<file path="config.mk">
export PLATFORM = sky130hd
export DESIGN_NAME = event_timer_prescaler
export DESIGN_NICKNAME = d
export VERILOG_FILES = /design/src/rtl/event_timer_pkg.sv /design/src/rtl/event_timer_prescaler.sv
export SDC_FILE = /design/constraint.sdc
export NUM_CORES = 1
export LEC_CHECK = 0
export BUFFER_PORTS_ARGS = -buffer_cell sky130_fd_sc_hd__buf_2
export CORE_ASPECT_RATIO = 0.6
export CORE_UTILIZATION = 31
export DETAILED_ROUTE_END_ITERATION = 8
export GPL_TIMING_DRIVEN = 0
export PLACE_DENSITY = 0.59
export SLEW_MARGIN = 25
export SYNTH_ARGS = -nofsm -noshare
export SYNTH_HDL_FRONTEND = slang
export SYNTH_SLANG_ARGS = --single-unit
</file>
<file path="constraint.sdc">
create_clock -name clock -period 5.3 [get_ports clock]
set_input_delay 1.325 -clock clock [delete_from_list [all_inputs] [get_ports clock]]
set_output_delay 1.325 -clock clock [all_outputs]
set_load 0.005 [all_outputs]
</file>
<file path="src/rtl/event_timer_pkg.sv">
// Package: constants and carrier types for the event timer with shared prescaler
package event_timer_pkg;

  // Reset values, wrap point and largest divide select
  localparam logic [7:0] COUNT_RESET    = 8'h00;
  localparam logic [7:0] PRESCALE_RESET = 8'h00;
  localparam logic [7:0] COUNT_WRAP     = 8'hff;
  localparam logic [2:0] DIVIDE_RESET   = 3'h7;
  localparam logic [2:0] DIVIDE_MAX     = 3'h7;

  // Bit position of the pending flag inside the timer1 control B byte
  localparam int PENDING_BIT = 7;

  // Configuration carried from the option and fuse bits
  typedef struct packed {
    logic       clock_source_select;
    logic       edge_select;
    logic       prescaler_assign;
    logic [2:0] divide_select;
    logic       overflow_irq_mask_n;
    logic       timer_w_map_select;
    logic       option_extend_fuse;
  } timer_cfg_t;

  // State of the block apart from the watchdog timeout flop
  typedef struct packed {
    logic [7:0] count;
    logic [7:0] prescale;
    logic       pin_meta;
    logic       pin_sync;
    logic       pin_prev;
    logic       irq_req;
    logic       overflow_pending;
    logic       wrap_pulse;
    logic       map_w;
  } timer_state_t;

endpackage : event_timer_pkg

</file>
<file path="src/rtl/event_timer_prescaler.sv">
// Event timer: 8-bit up-counter with shared 8-bit prescaler and overflow request
// What this block does
// RL1: Eight-bit event_timer is read and written like a file register, wraps after 256.
// RL2: Source is the event pin when clock_source_select is 1, else instruction cycles.
// RL3: Pin source counts rising edges if edge_select is 0, falling if 1.
// RL4: One 8-bit prescaler serves either the timer or the watchdog, never both.
// RL5: Counted ticks advance the prescaler; its selected bit's falling transitions advance the timer.
// RL6: Largest prescale factor is 256, giving a span of 65,536 counts.
// RL7: Each FFh to 00h wrap requests an interrupt while overflow_irq_mask_n is 0.
// RL8: Instruction-clock mode without prescaler advances the timer once per cycle.
// RL9: Software write loads the count; counting continues upward from it.
// RL10: Power-down stops the timer; contents after wakeup need not be kept.
// RL11: At most one external event counted per instruction cycle.
// RL12: Mask and w-map bits act only when option_extend_fuse is 0.
// RL13: Wrap sets overflow_pending, bit 7 of timer1_control_b, on the larger variant.
// RL14: Smaller variants lack the flag; software infers a wrap from a near-zero count.
// RL15: Accepted interrupt vectors to 0000h; return instructions resume the interrupted code.
// RL16: prescaler_assign 1 gives prescaler to watchdog; timer counts its source directly.
// RL17: divide_select 000 to 111 selects factors 2 through 256.
// RL18: Event pin is synchronised before edge detection; one pulse per qualifying edge.
`timescale 1ns/1ps

module event_timer_prescaler
  import event_timer_pkg::*;
#(
  parameter bit HAS_PENDING_FLAG = 1'b1
) (
  // Clock and reset
  input  wire logic       clock,
  input  wire logic       rst_n,
  // Configuration and power state
  input  wire timer_cfg_t cfg,
  input  wire logic       power_down,
  // Core register access
  input  wire logic       count_wr,
  input  wire logic [7:0] count_wdata,
  input  wire logic       pending_clr,
  // Watchdog side of the shared prescaler
  input  wire logic       watchdog_tick,
  input  wire logic       watchdog_clear,
  // External event pin
  input  wire logic       event_pin,
  // Outputs
  output logic [7:0]      count_value,
  output logic            overflow_pending,
  output logic            overflow_irq,
  output logic            watchdog_timeout_tick,
  output logic            timer_w_map
);

  timer_state_t state_reg;
  timer_state_t state_next;

  logic       pin_edge;
  logic       src_tick;
  logic       pre_bit_old;
  logic       pre_bit_new;
  logic       timer_tick;
  logic [7:0] pre_inc;
  logic       mask_n_eff;
  logic       wd_tick_out;

  ////////////////////////////////////////////////////////////////////////
  // Next state

  always_comb begin
    state_next = state_reg;
    // Second flop only feeds the edge detector; first flop is never read elsewhere
    state_next.pin_meta = event_pin;                                     // RL18
    state_next.pin_sync = state_reg.pin_meta;                            // RL18
    state_next.pin_prev = state_reg.pin_sync;
    // One-cycle pulse per edge caps counting at one event per cycle
    pin_edge = cfg.edge_select ? (state_reg.pin_prev & ~state_reg.pin_sync)  // RL3 RL11
                               : (~state_reg.pin_prev & state_reg.pin_sync); // RL3 RL11
    src_tick = cfg.clock_source_select ? pin_edge : 1'b1;                // RL2 RL8
    // Prescaler ticks from the timer source or from the watchdog, never both
    pre_inc     = state_reg.prescale + 8'h01;                            // RL4
    pre_bit_old = state_reg.prescale[cfg.divide_select];                 // RL17
    pre_bit_new = pre_inc[cfg.divide_select];                            // RL17
    timer_tick  = 1'b0;
    wd_tick_out = 1'b0;
    if (cfg.prescaler_assign) begin
      timer_tick = src_tick;                                             // RL16
      if (watchdog_clear) begin
        state_next.prescale = PRESCALE_RESET;
      end else if (watchdog_tick) begin
        state_next.prescale = pre_inc;                                   // RL4
        // Carry out of the selected bit gives divide by 2..256 postscale
        wd_tick_out = pre_bit_old & ~pre_bit_new;
      end
    end else if (src_tick) begin
      state_next.prescale = pre_inc;                                     // RL5
      // Falling transition of bit n divides by 2^(n+1); bit 7 gives 256
      timer_tick = pre_bit_old & ~pre_bit_new;                           // RL5 RL6 RL17
    end
    mask_n_eff = cfg.option_extend_fuse | cfg.overflow_irq_mask_n;       // RL12
    state_next.map_w      = ~cfg.option_extend_fuse & cfg.timer_w_map_select; // RL12
    state_next.wrap_pulse = 1'b0;
    state_next.irq_req    = 1'b0;
    // Power-down freezes counting; the held value carries no promise after wakeup
    if (!power_down) begin                                               // RL10
      if (count_wr) begin
        // A write wins over a tick in the same cycle
        state_next.count = count_wdata;                                  // RL9
        if (count_wr && !cfg.prescaler_assign) begin
          state_next.prescale = PRESCALE_RESET;
        end
      end else if (timer_tick) begin
        state_next.count = state_reg.count + 8'h01;                      // RL1
        if (state_reg.count == COUNT_WRAP) begin
          state_next.wrap_pulse = 1'b1;
          state_next.irq_req    = ~mask_n_eff;                           // RL7
        end
      end
    end else begin
      state_next.prescale = cfg.prescaler_assign ? state_next.prescale : state_reg.prescale;
    end
    // Set wins over the clear
    if (pending_clr) begin
      state_next.overflow_pending = 1'b0;
    end
    if (HAS_PENDING_FLAG && state_next.wrap_pulse) begin
      state_next.overflow_pending = 1'b1;                                // RL13
    end
  end

  ////////////////////////////////////////////////////////////////////////
  // State register

  always_ff @(posedge clock or negedge rst_n) begin
    if (!rst_n) begin
      state_reg                  <= '0;
      state_reg.count            <= COUNT_RESET;
      state_reg.prescale         <= PRESCALE_RESET;
      watchdog_timeout_tick      <= 1'b0;
    end else begin
      state_reg             <= state_next;
      watchdog_timeout_tick <= wd_tick_out;
    end
  end

  ////////////////////////////////////////////////////////////////////////
  // Outputs straight from flops

  // The core vectors to 0000h on overflow_irq and restores context on return
  assign count_value      = state_reg.count;                             // RL1 RL15
  assign overflow_pending = state_reg.overflow_pending;                  // RL13 RL14
  assign overflow_irq     = state_reg.irq_req;                           // RL7 RL15
  assign timer_w_map      = state_reg.map_w;

  ////////////////////////////////////////////////////////////////////////
  // Checks

  property p_wrap_irq;
    @(posedge clock) disable iff (!rst_n)
      (!power_down && !count_wr && timer_tick && state_reg.count == COUNT_WRAP
       && !cfg.option_extend_fuse && !cfg.overflow_irq_mask_n)
      |=> overflow_irq && count_value == 8'h00;
  endproperty
  a_wrap_irq: assert property (p_wrap_irq) else $error("wrap did not raise request"); // RL7

  property p_masked;
    @(posedge clock) disable iff (!rst_n)
      cfg.option_extend_fuse |=> !overflow_irq;
  endproperty
  a_masked: assert property (p_masked) else $error("request with fuse set"); // RL12

  property p_load;
    @(posedge clock) disable iff (!rst_n)
      (count_wr && !power_down) |=> count_value == $past(count_wdata);
  endproperty
  a_load: assert property (p_load) else $error("write not loaded"); // RL9

  property p_direct;
    @(posedge clock) disable iff (!rst_n)
      (!power_down && !count_wr && !cfg.clock_source_select && cfg.prescaler_assign)
      |=> count_value == $past(count_value) + 8'h01;
  endproperty
  a_direct: assert property (p_direct) else $error("no step per cycle"); // RL8

  property p_frozen;
    @(posedge clock) disable iff (!rst_n)
      power_down |=> count_value == $past(count_value);
  endproperty
  a_frozen: assert property (p_frozen) else $error("counted in power-down"); // RL10

  property p_edge_once;
    @(posedge clock) disable iff (!rst_n)
      pin_edge |=> !pin_edge;
  endproperty
  a_edge_once: assert property (p_edge_once) else $error("edge pulse too long"); // RL11

  property p_rise;
    @(posedge clock) disable iff (!rst_n)
      (!cfg.edge_select && pin_edge) |-> state_reg.pin_sync && !state_reg.pin_prev;
  endproperty
  a_rise: assert property (p_rise) else $error("wrong edge sensed"); // RL3

  property p_pending;
    @(posedge clock) disable iff (!rst_n)
      (HAS_PENDING_FLAG && state_reg.wrap_pulse) |-> overflow_pending;
  endproperty
  a_pending: assert property (p_pending) else $error("pending not set"); // RL13

  property p_presc_div;
    @(posedge clock) disable iff (!rst_n)
      (!power_down && !count_wr && !cfg.prescaler_assign && cfg.divide_select == DIVIDE_MAX
       && src_tick && state_reg.prescale != 8'hff)
      |=> count_value == $past(count_value);
  endproperty
  a_presc_div: assert property (p_presc_div) else $error("divide by 256 broken"); // RL6

  // Flag, request and mapping outputs
  property p_irq_pulse;
    @(posedge clock) disable iff (!rst_n)
      overflow_irq |=> !overflow_irq;
  endproperty
  a_irq_pulse: assert property (p_irq_pulse) else $error("request longer than one cycle"); // RL7

  property p_pend_hold;
    @(posedge clock) disable iff (!rst_n)
      (overflow_pending && !pending_clr) |=> overflow_pending;
  endproperty
  a_pend_hold: assert property (p_pend_hold) else $error("pending dropped without clear"); // RL13

  property p_pend_clear;
    @(posedge clock) disable iff (!rst_n)
      (pending_clr && !state_next.wrap_pulse) |=> !overflow_pending;
  endproperty
  a_pend_clear: assert property (p_pend_clear) else $error("pending not cleared"); // RL13

  property p_wmap_off;
    @(posedge clock) disable iff (!rst_n)
      cfg.option_extend_fuse |=> !timer_w_map;
  endproperty
  a_wmap_off: assert property (p_wmap_off) else $error("w map active with fuse set"); // RL12

  property p_wmap_on;
    @(posedge clock) disable iff (!rst_n)
      (!cfg.option_extend_fuse && cfg.timer_w_map_select) |=> timer_w_map;
  endproperty
  a_wmap_on: assert property (p_wmap_on) else $error("w map not active"); // RL12

  // Prescaler routing, counting and pin edge sensing
  property p_presc_hold;
    @(posedge clock) disable iff (!rst_n)
      (!cfg.prescaler_assign && !power_down && !count_wr && !src_tick)
      |=> count_value == $past(count_value);
  endproperty
  a_presc_hold: assert property (p_presc_hold) else $error("step without source tick"); // RL5

  property p_wd_quiet;
    @(posedge clock) disable iff (!rst_n)
      !cfg.prescaler_assign |=> !watchdog_timeout_tick;
  endproperty
  a_wd_quiet: assert property (p_wd_quiet) else $error("watchdog tick while timer owns"); // RL4

  property p_wr_clear;
    @(posedge clock) disable iff (!rst_n)
      (count_wr && !power_down && !cfg.prescaler_assign) |=> state_reg.prescale == PRESCALE_RESET;
  endproperty
  a_wr_clear: assert property (p_wr_clear) else $error("write left prescaler set"); // RL9

  property p_fall;
    @(posedge clock) disable iff (!rst_n)
      (cfg.edge_select && pin_edge) |-> !state_reg.pin_sync && state_reg.pin_prev;
  endproperty
  a_fall: assert property (p_fall) else $error("wrong falling edge sensed"); // RL3

  property p_pin_src;
    @(posedge clock) disable iff (!rst_n)
      (cfg.clock_source_select && !pin_edge) |-> !src_tick;
  endproperty
  a_pin_src: assert property (p_pin_src) else $error("tick without pin edge"); // RL2

  property p_div_step;
    @(posedge clock) disable iff (!rst_n)
      (!power_down && !count_wr && !cfg.prescaler_assign && cfg.divide_select == DIVIDE_MAX
       && src_tick && state_reg.prescale == 8'hff)
      |=> count_value == $past(count_value) + 8'h01;
  endproperty
  a_div_step: assert property (p_div_step) else $error("no step after 256 ticks"); // RL6

  property p_wd_post;
    @(posedge clock) disable iff (!rst_n)
      (cfg.prescaler_assign && watchdog_tick && !watchdog_clear && cfg.divide_select == 3'h0
       && state_reg.prescale[0])
      |=> watchdog_timeout_tick;
  endproperty
  a_wd_post: assert property (p_wd_post) else $error("postscaler tick missing"); // RL4

  property p_tick_src;
    @(posedge clock) disable iff (!rst_n)
      (cfg.prescaler_assign && !power_down && !count_wr && src_tick)
      |=> count_value == $past(count_value) + 8'h01;
  endproperty
  a_tick_src: assert property (p_tick_src) else $error("direct tick not counted"); // RL16

  property p_pd_wr;
    @(posedge clock) disable iff (!rst_n)
      (power_down && count_wr) |=> count_value == $past(count_value);
  endproperty
  a_pd_wr: assert property (p_pd_wr) else $error("write taken in power-down"); // RL10

  property p_wd_clear;
    @(posedge clock) disable iff (!rst_n)
      (cfg.prescaler_assign && watchdog_clear) |=> state_reg.prescale == PRESCALE_RESET;
  endproperty
  a_wd_clear: assert property (p_wd_clear) else $error("watchdog clear ignored"); // RL4

endmodule : event_timer_prescaler

</file>
Word level (Yosys, flattened, before mapping)
Index checks and enable logic that the tools add are counted.
{ "op_classes": {"addsub": 2, "n_lt_le_gt_ge": 1, "eq_ne": 2, "mux": 31, "bitwise": 11, "reduce_logical": 5} }
{ "ops": {"columns": ["op", "count"], "rows": [
  ["8-bit 2-to-1 mux", 10],
  ["1-bit 2-to-1 mux", 19],
  ["8-bit by 1-bit adder with 8-bit output, second input constant", 2],
  ["8-bit equality test, second input constant", 1],
  ["1-bit binary-select mux with 3-bit select", 2],
  ["1-bit NOT", 6],
  ["1-bit AND", 4],
  ["3-bit by 4-bit < comparator with 1-bit output, second input constant", 1],
  ["2-bit nonzero test", 2],
  ["2-bit inequality test, second input constant", 1],
  ["2-bit AND reduction", 1],
  ["1-bit logical AND", 1],
  ["1-bit logical NOT", 1],
  ["1-bit bitwise OR", 1]
]} }
{ "word_totals": {"reg_bits": 23, "inputBits": 25, "out_inout_bits": 12, "wordCells": 61} }

Depth between registers and ports, before layout
Gate-level depths: netlist of the first run.
{ "logic_depth": {"depth_word": 11, "depth_mapped": 8, "mapped_depth_nobuf": 7} }

Worst setup path before layout of the first run
Ideal clock, no wire load.
{ "synth_path": {"path_type": "input to register", "start": "input port cfg[3] (netlist bit)", "end": "register state_reg, in the netlist count_value[2]", "setup_ns": 0.096, "arrival_time_ns": 2.898, "t_required_ns": 5.204, "setup_slack_ns": 2.306, "path_stages": 7, "n_path_buf": 1, "path_cell_list": "clkbuf_1 -> nor4bb_1 -> a22o_1 -> a2111o_1 -> o32ai_4 -> a21oi_1 -> a311oi_2"} }
{ "synth_between": {"elab_chain_cells": 8, "word_cells_on_any_way": 10, "cone_classes": "mux: 6; bitwise: 2; reduce/logical: 2"} }
{ "synth_rtl": {"columns": ["item", "line_no", "source"], "rows": [
  ["start: declaration", "event_timer_prescaler.sv:32", "input wire timer_cfg_t cfg,"],
  ["1-bit binary-select mux with 3-bit select", "event_timer_prescaler.sv:79", "pre_bit_new = pre_inc[cfg.divide_select];"],
  ["1-bit 2-to-1 mux (not written as such)", "event_timer_prescaler.sv:79", null],
  ["1-bit NOT", "event_timer_prescaler.sv:94", "timer_tick = pre_bit_old & ~pre_bit_new;"],
  ["1-bit AND (*)", "event_timer_prescaler.sv:94", null],
  ["1-bit 2-to-1 mux (*)", "event_timer_prescaler.sv:91", "end else if (src_tick) begin"],
  ["1-bit 2-to-1 mux (*)", "event_timer_prescaler.sv:82", "if (cfg.prescaler_assign) begin"],
  ["2-bit nonzero test (no line) (*)", null, null],
  ["2-bit AND reduction (no line) (*)", null, null],
  ["end signal: assignment", "event_timer_prescaler.sv:137", "state_reg <= state_next;"],
  ["end: declaration", "event_timer_prescaler.sv:51", "timer_state_t state_reg;"]
]} }
Mark *: on every way between the ends. The rest lies on a longest branch, timed or not. The select of a mux whose other input is x is not followed.
A chain may end at the register's enable or synchronous reset.

Final worst setup path of the first run
{ "layout_path": {"start": "input port cfg[4] (netlist bit)", "end": "register state_reg, in the netlist count_value[4]"} }
Same word-level chain as after synthesis.

==> flow_summary.json, run 1 <==
{
  "place.gp.congestion": 0.824,
  "grt_pass1_vias": 1442,
  "drc": 0,
  "area_growth_pct": 17.4,
  "reg2regPathDepth": 7,
  "required_ns": 5.49,
  "fin_crit_sh": 0.588,
  "die_y_um": 59.2,
  "die_w_um": 97.3,
  "ys_seq_area_frac": 0.341,
  "clk-insertion-delay-late_ns": 0.26,
  "hold_depth": 0,
  "vdd_ir_drop_max_v": 0.000115,
  "worstSetupPathType": "in2reg",
  "synth-async-reset-ratio": 1.00,
  "swShare": 0.315,
  "synth_cell_types": 57,
  "worstHoldPathType": "reg2reg",
  "fp.coreArea_sq_um": 5150,
  "placed_cells": 294,
  "p_switching_w": 0.000141,
  "maxCapViolCount": 0,
  "rsz0062_at_grt": "no",
  "rows": 20,
  "cts_resized": 0,
  "dr_total_vias": 1623,
  "netlist_area_sq_um": 1690,
  "startpoint_type": "input pin",
  "grt_antenna_before_repair": 0,
  "clock_path_buffers": 2,
  "status": "complete, no violations",
  "synthFlopType": "dfrtp_1",
  "critPathMaxFanout": 10,
  "ys_seq_elements": 23,
  "intPower_w": 0.000308,
  "finalPower_w": 0.000449,
  "clkTransAtPathRegs_ns": 0.08,
  "synthesis.nets": 222,
  "clkPwrFrac": 0.243,
  "firstDrtPassIters": 4,
  "synth_edf_count": 0,
  "routed_wl_um": 4490,
  "detail_route.wl_per_cell_um": 15.1,
  "cts_setup_buffers": 0,
  "finalWorstPathRequiredPeriod_ns": 3.12,
  "arrival_ns": 3.31,
  "largest_reg_flops": 9,
  "dp_hpwl_um": 3410,
  "design_area_sq_um": 1980,
  "setup_viol": 0,
  "pwr-share-comb": 0.285,
  "clock-skew-final_ns": 0.00508,
  "avgSynthCellArea_sq_um": 8.66,
  "cp_cell_sequence": "buf_2 > buf_1 > and3_1 > a22o_1 > a2111o_1 > o32ai_4 > o221ai_1 > a31oi_1",
  "die-area_sq_um": 5760,
  "max_stage_delay_ns": 0.44,
  "hold_viol_final": 0,
  "relSlewSlack": 0.626,
  "setup_tns_ns": 0,
  "maxSlewViolCount": 0,
  "root_buffer": "clkbuf_8",
  "port_buffers": 33,
  "power_frac_seq": 0.472,
  "fillers": 552,
  "tritoncts": "done",
  "grtUsageTotal": 0.164,
  "cts_hold_buf": 0,
  "end_kind": "flop",
  "critPathSlowestCell": "o32ai_4",
  "initial_core_util": 0.328,
  "final_layout_size_suffix_gt1_frac": 0.254,
  "grt_start_max_net_pins": 24,
  "drtIter0Drc": 105,
  "grt_overflow_total": 0,
  "synth_warnings": 0,
  "power_leakage_nw": 0.853,
  "n_antenna_cell": 0,
  "grt_pass1_wl_um": 7400,
  "place_area_sq_um": 1940,
  "max_freq_mhz": 321,
  "htree_levels": 1,
  "numCtsBuffers": 3,
  "synth_cells": 195,
  "nets": 260,
  "final_cells": 298,
  "vias_per_cell": 5.45,
  "cts_sinks": 23,
  "power_density_nw_per_um2": 226,
  "io_pins": 37,
  "ant_nets": 0,
  "tightest_slew_ns": 0.552
}
[final cells by class]
type,count,area (sq um),area share
Sequential cell,23,576,0.290
Tap cell,66,82.6,0.0416
Multi-Input combinational cell,146,963,0.486
Clock buffer,3,41.3,0.0208
Inverter,6,22.5,0.0114
Clock inverter,1,5.00,0.00252
Timing Repair Buffer,33,165,0.0833
Buffer,20,128,0.0644
[cells in the final DEF (no fill, tap or decap), types with 2 or more instances in the layout]
| cell type | instances |
|---|---|
| o311ai_1 | 3 |
| mux2_2 | 2 |
| nand2_1 | 20 |
| nor2_1 | 11 |
| clkbuf_1 | 8 |
| a31oi_1 | 4 |
| dfrtp_1 | 23 |
| nand3_1 | 6 |
| o22ai_1 | 6 |
| clkbuf_8 | 3 |
| buf_6 | 3 |
| buf_4 | 8 |
| a21o_1 | 3 |
| a211oi_1 | 3 |
| inv_1 | 5 |
| nand2b_1 | 5 |
| nor3_1 | 8 |
| or3_1 | 2 |
| xnor2_1 | 4 |
| o21ai_0 | 11 |
| buf_2 | 33 |
| a21oi_1 | 14 |
| ha_1 | 2 |
| o221ai_1 | 3 |
| and3_1 | 6 |
| a22oi_1 | 2 |
[worst paths after layout]
check                                    to          start  slack [ns]
max                          count_value[4]         cfg[4]        2.18
min                           state_next[4]  state_next[5]        0.36
max reg2reg                overflow_pending   state_reg[8]        2.75
min reg2reg                   state_next[4]  state_next[5]        0.36
max in group asynchronous    count_value[0]          rst_n        3.92
min in group asynchronous      state_reg[7]          rst_n        1.02
[worst max-delay path, delay by kind of cell]
family	cells	cell delay [ns]
compound gates	5	1.43
buf+inv	2	0.31
simple gates	1	0.23
[cell usage after synthesis (2+ instances only)]
cell | n | area share
dfrtp_1 | 23 | 0.34
nand2_1 | 20 | 0.044
a21oi_1 | 14 | 0.041
nor2_1 | 11 | 0.024
o21ai_0 | 11 | 0.033
buf_4 | 8 | 0.036
clkbuf_1 | 8 | 0.018
nor3_1 | 8 | 0.024
and3_1 | 6 | 0.022
nand3_1 | 6 | 0.018
o22ai_1 | 6 | 0.022
inv_1 | 5 | 0.011
nand2b_1 | 5 | 0.019
a31oi_1 | 4 | 0.015
xnor2_1 | 4 | 0.021
a211oi_1 | 3 | 0.013
a21o_1 | 3 | 0.013
buf_6 | 3 | 0.020
o221ai_1 | 3 | 0.016
o311ai_1 | 3 | 0.016
a22oi_1 | 2 | 0.0089
ha_1 | 2 | 0.015
mux2_2 | 2 | 0.013
or3_1 | 2 | 0.0074
[per-layer routing]
metal	track usage	routed length, um	vias to the layer above
met3	0.0342	360	2
met1	0.265	2380	757
li1	-	-	806
met4	0.0105	8	0
met2	0.228	1740	58
met5	0	0	-
[through the flow]
step / utilization / hold WS [ns] / setup slack, ns
2_1_floorplan: - / 0.331 / 2.31
3_3_place_gp: 0.376 / 0.339 / 1.94
3_5_place_dp: 0.376 / 0.344 / 1.91
4_1_cts: 0.385 / 0.362 / 2.18
5_1_grt: 0.385 / 0.375 / 2.03
6_report: 0.385 / 0.356 / 2.18
[power by group through the flow]
stage               clock network [W]  logic (W)  registers [W]
global placement                    0   0.000127       0.000215
finish                       0.000109   0.000128       0.000212
global route                 0.000120   0.000143       0.000215
CTS                          0.000114   0.000129       0.000212
detailed placement                  0   0.000128       0.000215
floorplan                           0  0.0000865       0.000209
[kinds of logic after synthesis]
family | share of synthesized area
compound gates | 0.304
simple gates | 0.199
buf+inv | 0.0889
flops | 0.341
xor+xnor | 0.0259
mux | 0.0267
fa+ha+maj | 0.0148
Note: power is estimated with default switching activity, not from simulation.
==> run 2: changes to the inputs <==
--- a/config.mk
+++ b/config.mk
@@ -5,12 +5,13 @@
 export SDC_FILE = /design/constraint.sdc
 export NUM_CORES = 1
 export LEC_CHECK = 0
+export ABC_AREA = 1
 export BUFFER_PORTS_ARGS = -buffer_cell sky130_fd_sc_hd__buf_2
 export CORE_ASPECT_RATIO = 0.6
 export CORE_UTILIZATION = 31
 export DETAILED_ROUTE_END_ITERATION = 8
 export GPL_TIMING_DRIVEN = 0
-export PLACE_DENSITY = 0.59
+export PLACE_DENSITY = 0.6
 export SLEW_MARGIN = 25
 export SYNTH_ARGS = -nofsm -noshare
 export SYNTH_HDL_FRONTEND = slang
==> constraint.sdc (replaced) <==
create_clock -name clock -period 3.1 [get_ports clock]
set_input_delay 0.775 -clock clock [delete_from_list [all_inputs] [get_ports clock]]
set_output_delay 0.775 -clock clock [all_outputs]
set_load 0.005 [all_outputs]
==> run 2 against run 1 <==
Wire length fell by 7.8%. Flip-flop and latch count did not move. Synthesized cell count rose by 22%.
==> flow_summary.json, run 2 <==
{
  "status": "complete, no violations",
  "arrival_ns": 2.20,
  "relSlewSlack": 0.650,
  "rsz0062_at_grt": "no",
  "die-area_sq_um": 5630,
  "reg2reg_slack_ns": 1.06,
  "io_pins": 37,
  "tritoncts": "done",
  "max_freq_mhz": 486,
  "firstDrtPassIters": 4,
  "final_cell_mix": "nand2_1 (57), buf_2 (37), nand3_1 (28)",
  "die_y_um": 58.5,
  "intPower_w": 0.000541,
  "pwr-share-comb": 0.316,
  "vdd_ir_drop_max_v": 0.000176,
  "routed_wl_um": 4140,
  "swShare": 0.337,
  "worstSetupPathType": "in2reg",
  "power_leakage_nw": 0.992,
  "critPathSlowestCell": "nor2_1",
  "path_buf_inv": 4,
  "synthesis.nets": 264,
  "synth_cell_types": 35,
  "dp_hpwl_um": 3260,
  "power_frac_seq": 0.459,
  "place.gp.congestion": 0.884,
  "n_antenna_cell": 0,
  "drc": 0,
  "clock-skew-final_ns": 0.00419,
  "clkTransAtPathRegs_ns": 0.08,
  "finalPower_w": 0.000817,
  "synth.most_common_cell": "nand2_1",
  "required_ns": 3.25,
  "drtIter0Drc": 130,
  "fin_crit_sh": 0.664,
  "synthDominantCellAreaShare": 0.349,
  "rows": 20,
  "avgSynthCellArea_sq_um": 6.96,
  "cts_sinks": 23,
  "cts_resized": 0,
  "worstHoldPathType": "reg2reg",
  "maxCapViolCount": 0,
  "maxSlewViolCount": 0,
  "finalWorstPathRequiredPeriod_ns": 2.06,
  "synth.area.top_cells": "dfrtp_1 (35%), nand2_1 (13%), nand3_1 (8.5%)",
  "synth-async-reset-ratio": 1.00,
  "clk-insertion-delay-late_ns": 0.26,
  "largest_reg_flops": 9,
  "tightest_slew_ns": 0.525,
  "dr_total_vias": 1679,
  "fp.coreArea_sq_um": 5080,
  "hold_viol_final": 0,
  "max_stage_delay_ns": 0.29,
  "initial_core_util": 0.325,
  "cp_cell_sequence": "buf_2 > clkinv_1 > nor2_1 > inv_1 > nand2_1 > inv_1 > nand3_1 > o21ai_0",
  "holdCritStartpoint": "state_next[5]",
  "synth_cells": 237,
  "synthFlopType": "dfrtp_1",
  "critPathTopFamily": "buffers and inverters",
  "ys_seq_area_frac": 0.349,
  "detail_route.wl_per_cell_um": 12.1,
  "grt_antenna_before_repair": 0,
  "r2r-end": "count_value[7]",
  "hold_depth": 0,
  "ant_nets": 0,
  "ys_seq_elements": 23,
  "clkPwrFrac": 0.224,
  "setup_tns_ns": 0,
  "critPathMaxFanout": 10,
  "netlist_area_sq_um": 1650,
  "cts_hold_buf": 0,
  "layout_commonest_cell": "nand2_1",
  "numCtsBuffers": 3,
  "end_kind": "flop",
  "rr_startpoint": "state_reg[7]",
  "power_density_nw_per_um2": 417,
  "vias_per_cell": 4.90,
  "htree_levels": 1,
  "grt_pass1_vias": 1475,
  "die_w_um": 96.2,
  "holdPathEnd": "state_next[4]",
  "setup_viol": 0,
  "synth_common_cells": "nand2_1 (57), nand3_1 (28), inv_1 (26)",
  "grt_start_max_net_pins": 24,
  "root_buffer": "clkbuf_8",
  "startpoint_type": "input pin",
  "cts_setup_buffers": 0,
  "synth_edf_count": 0,
  "reg2regPathDepth": 12,
  "synth_warnings": 0,
  "crit_top_cell": "inv_1",
  "area_growth_pct": 18.7,
  "p_switching_w": 0.000276,
  "grt_overflow_total": 0,
  "final_layout_size_suffix_gt1_frac": 0.217,
  "fillers": 554,
  "yosysTopAreaCell": "dfrtp_1",
  "clock_path_buffers": 2,
  "grtUsageTotal": 0.163,
  "nets": 305,
  "grt_pass1_wl_um": 7020,
  "port_buffers": 36
}
[run 2: worst max path at each step]
| stage | cells past startpoint | slack [ns] | endpoint | from |
|---|---|---|---|---|
| 4_1_cts | 8 | 1.06 | state_reg[14] | power_down |
| 3_3_place_gp | 8 | 0.76 | state_reg[14] | power_down |
| 6_report | 8 | 1.04 | state_reg[11] | power_down |
| 3_5_place_dp | 8 | 0.77 | state_reg[11] | power_down |
| 2_1_floorplan | 7 | 1.27 | state_reg[9] | power_down |
| 5_1_grt | 12 | 0.85 | count_value[1] | state_reg[7] |
[run 2: power groups by stage]
stage,logic [W],clock network [W],registers (W)
after global routing,0.000299,0.000208,0.000383
after floorplan,0.000182,0,0.000369
after CTS,0.000260,0.000192,0.000375
final,0.000259,0.000183,0.000375
after detailed placement,0.000258,0,0.000381
after global placement,0.000256,0,0.000381
[run 2: cell families after synthesis]
group           count (synthesis)  synth area share
simple gates                  117             0.331
xor+xnor                        3            0.0159
flops                          23             0.349
buf+inv                        41             0.112
compound gates                 51             0.177
fa+ha+maj                       2            0.0152
[run 2: routing by layer]
metal | up-vias | GRT usage | part of all wire
met5 | - | 0 | 0
met4 | 0 | 0.0192 | 0.0036
met3 | 2 | 0.0426 | 0.090
met2 | 60 | 0.219 | 0.37
met1 | 746 | 0.260 | 0.54
li1 | 871 | - | -
[run 2: per-stage QoR]
| step | instance area, sq um | cells | hold slack, ns | utilization | worst slack (ns) |
|---|---|---|---|---|---|
| floorplan | 1650 | 237 | 0.331 | - | 1.27 |
| global placement | 1910 | 339 | 0.332 | 0.377 | 0.764 |
| detailed placement | 1910 | 339 | 0.347 | 0.377 | 0.771 |
| CTS | 1960 | 343 | 0.375 | 0.386 | 1.06 |
| global route | 1960 | 343 | 0.390 | 0.386 | 0.848 |
| finish | 1960 | 343 | 0.374 | 0.386 | 1.04 |
[run 2: layout make-up]
| type | count | area (sq um) | area share |
|---|---|---|---|
| Timing Repair Buffer | 36 | 180 | 0.0920 |
| Sequential cell | 23 | 576 | 0.294 |
| Tap cell | 66 | 82.6 | 0.0421 |
| Clock inverter | 1 | 5.00 | 0.00255 |
| Buffer | 13 | 80.1 | 0.0409 |
| Clock buffer | 3 | 41.3 | 0.0211 |
| Multi-Input combinational cell | 173 | 890 | 0.454 |
| Inverter | 28 | 105 | 0.0536 |
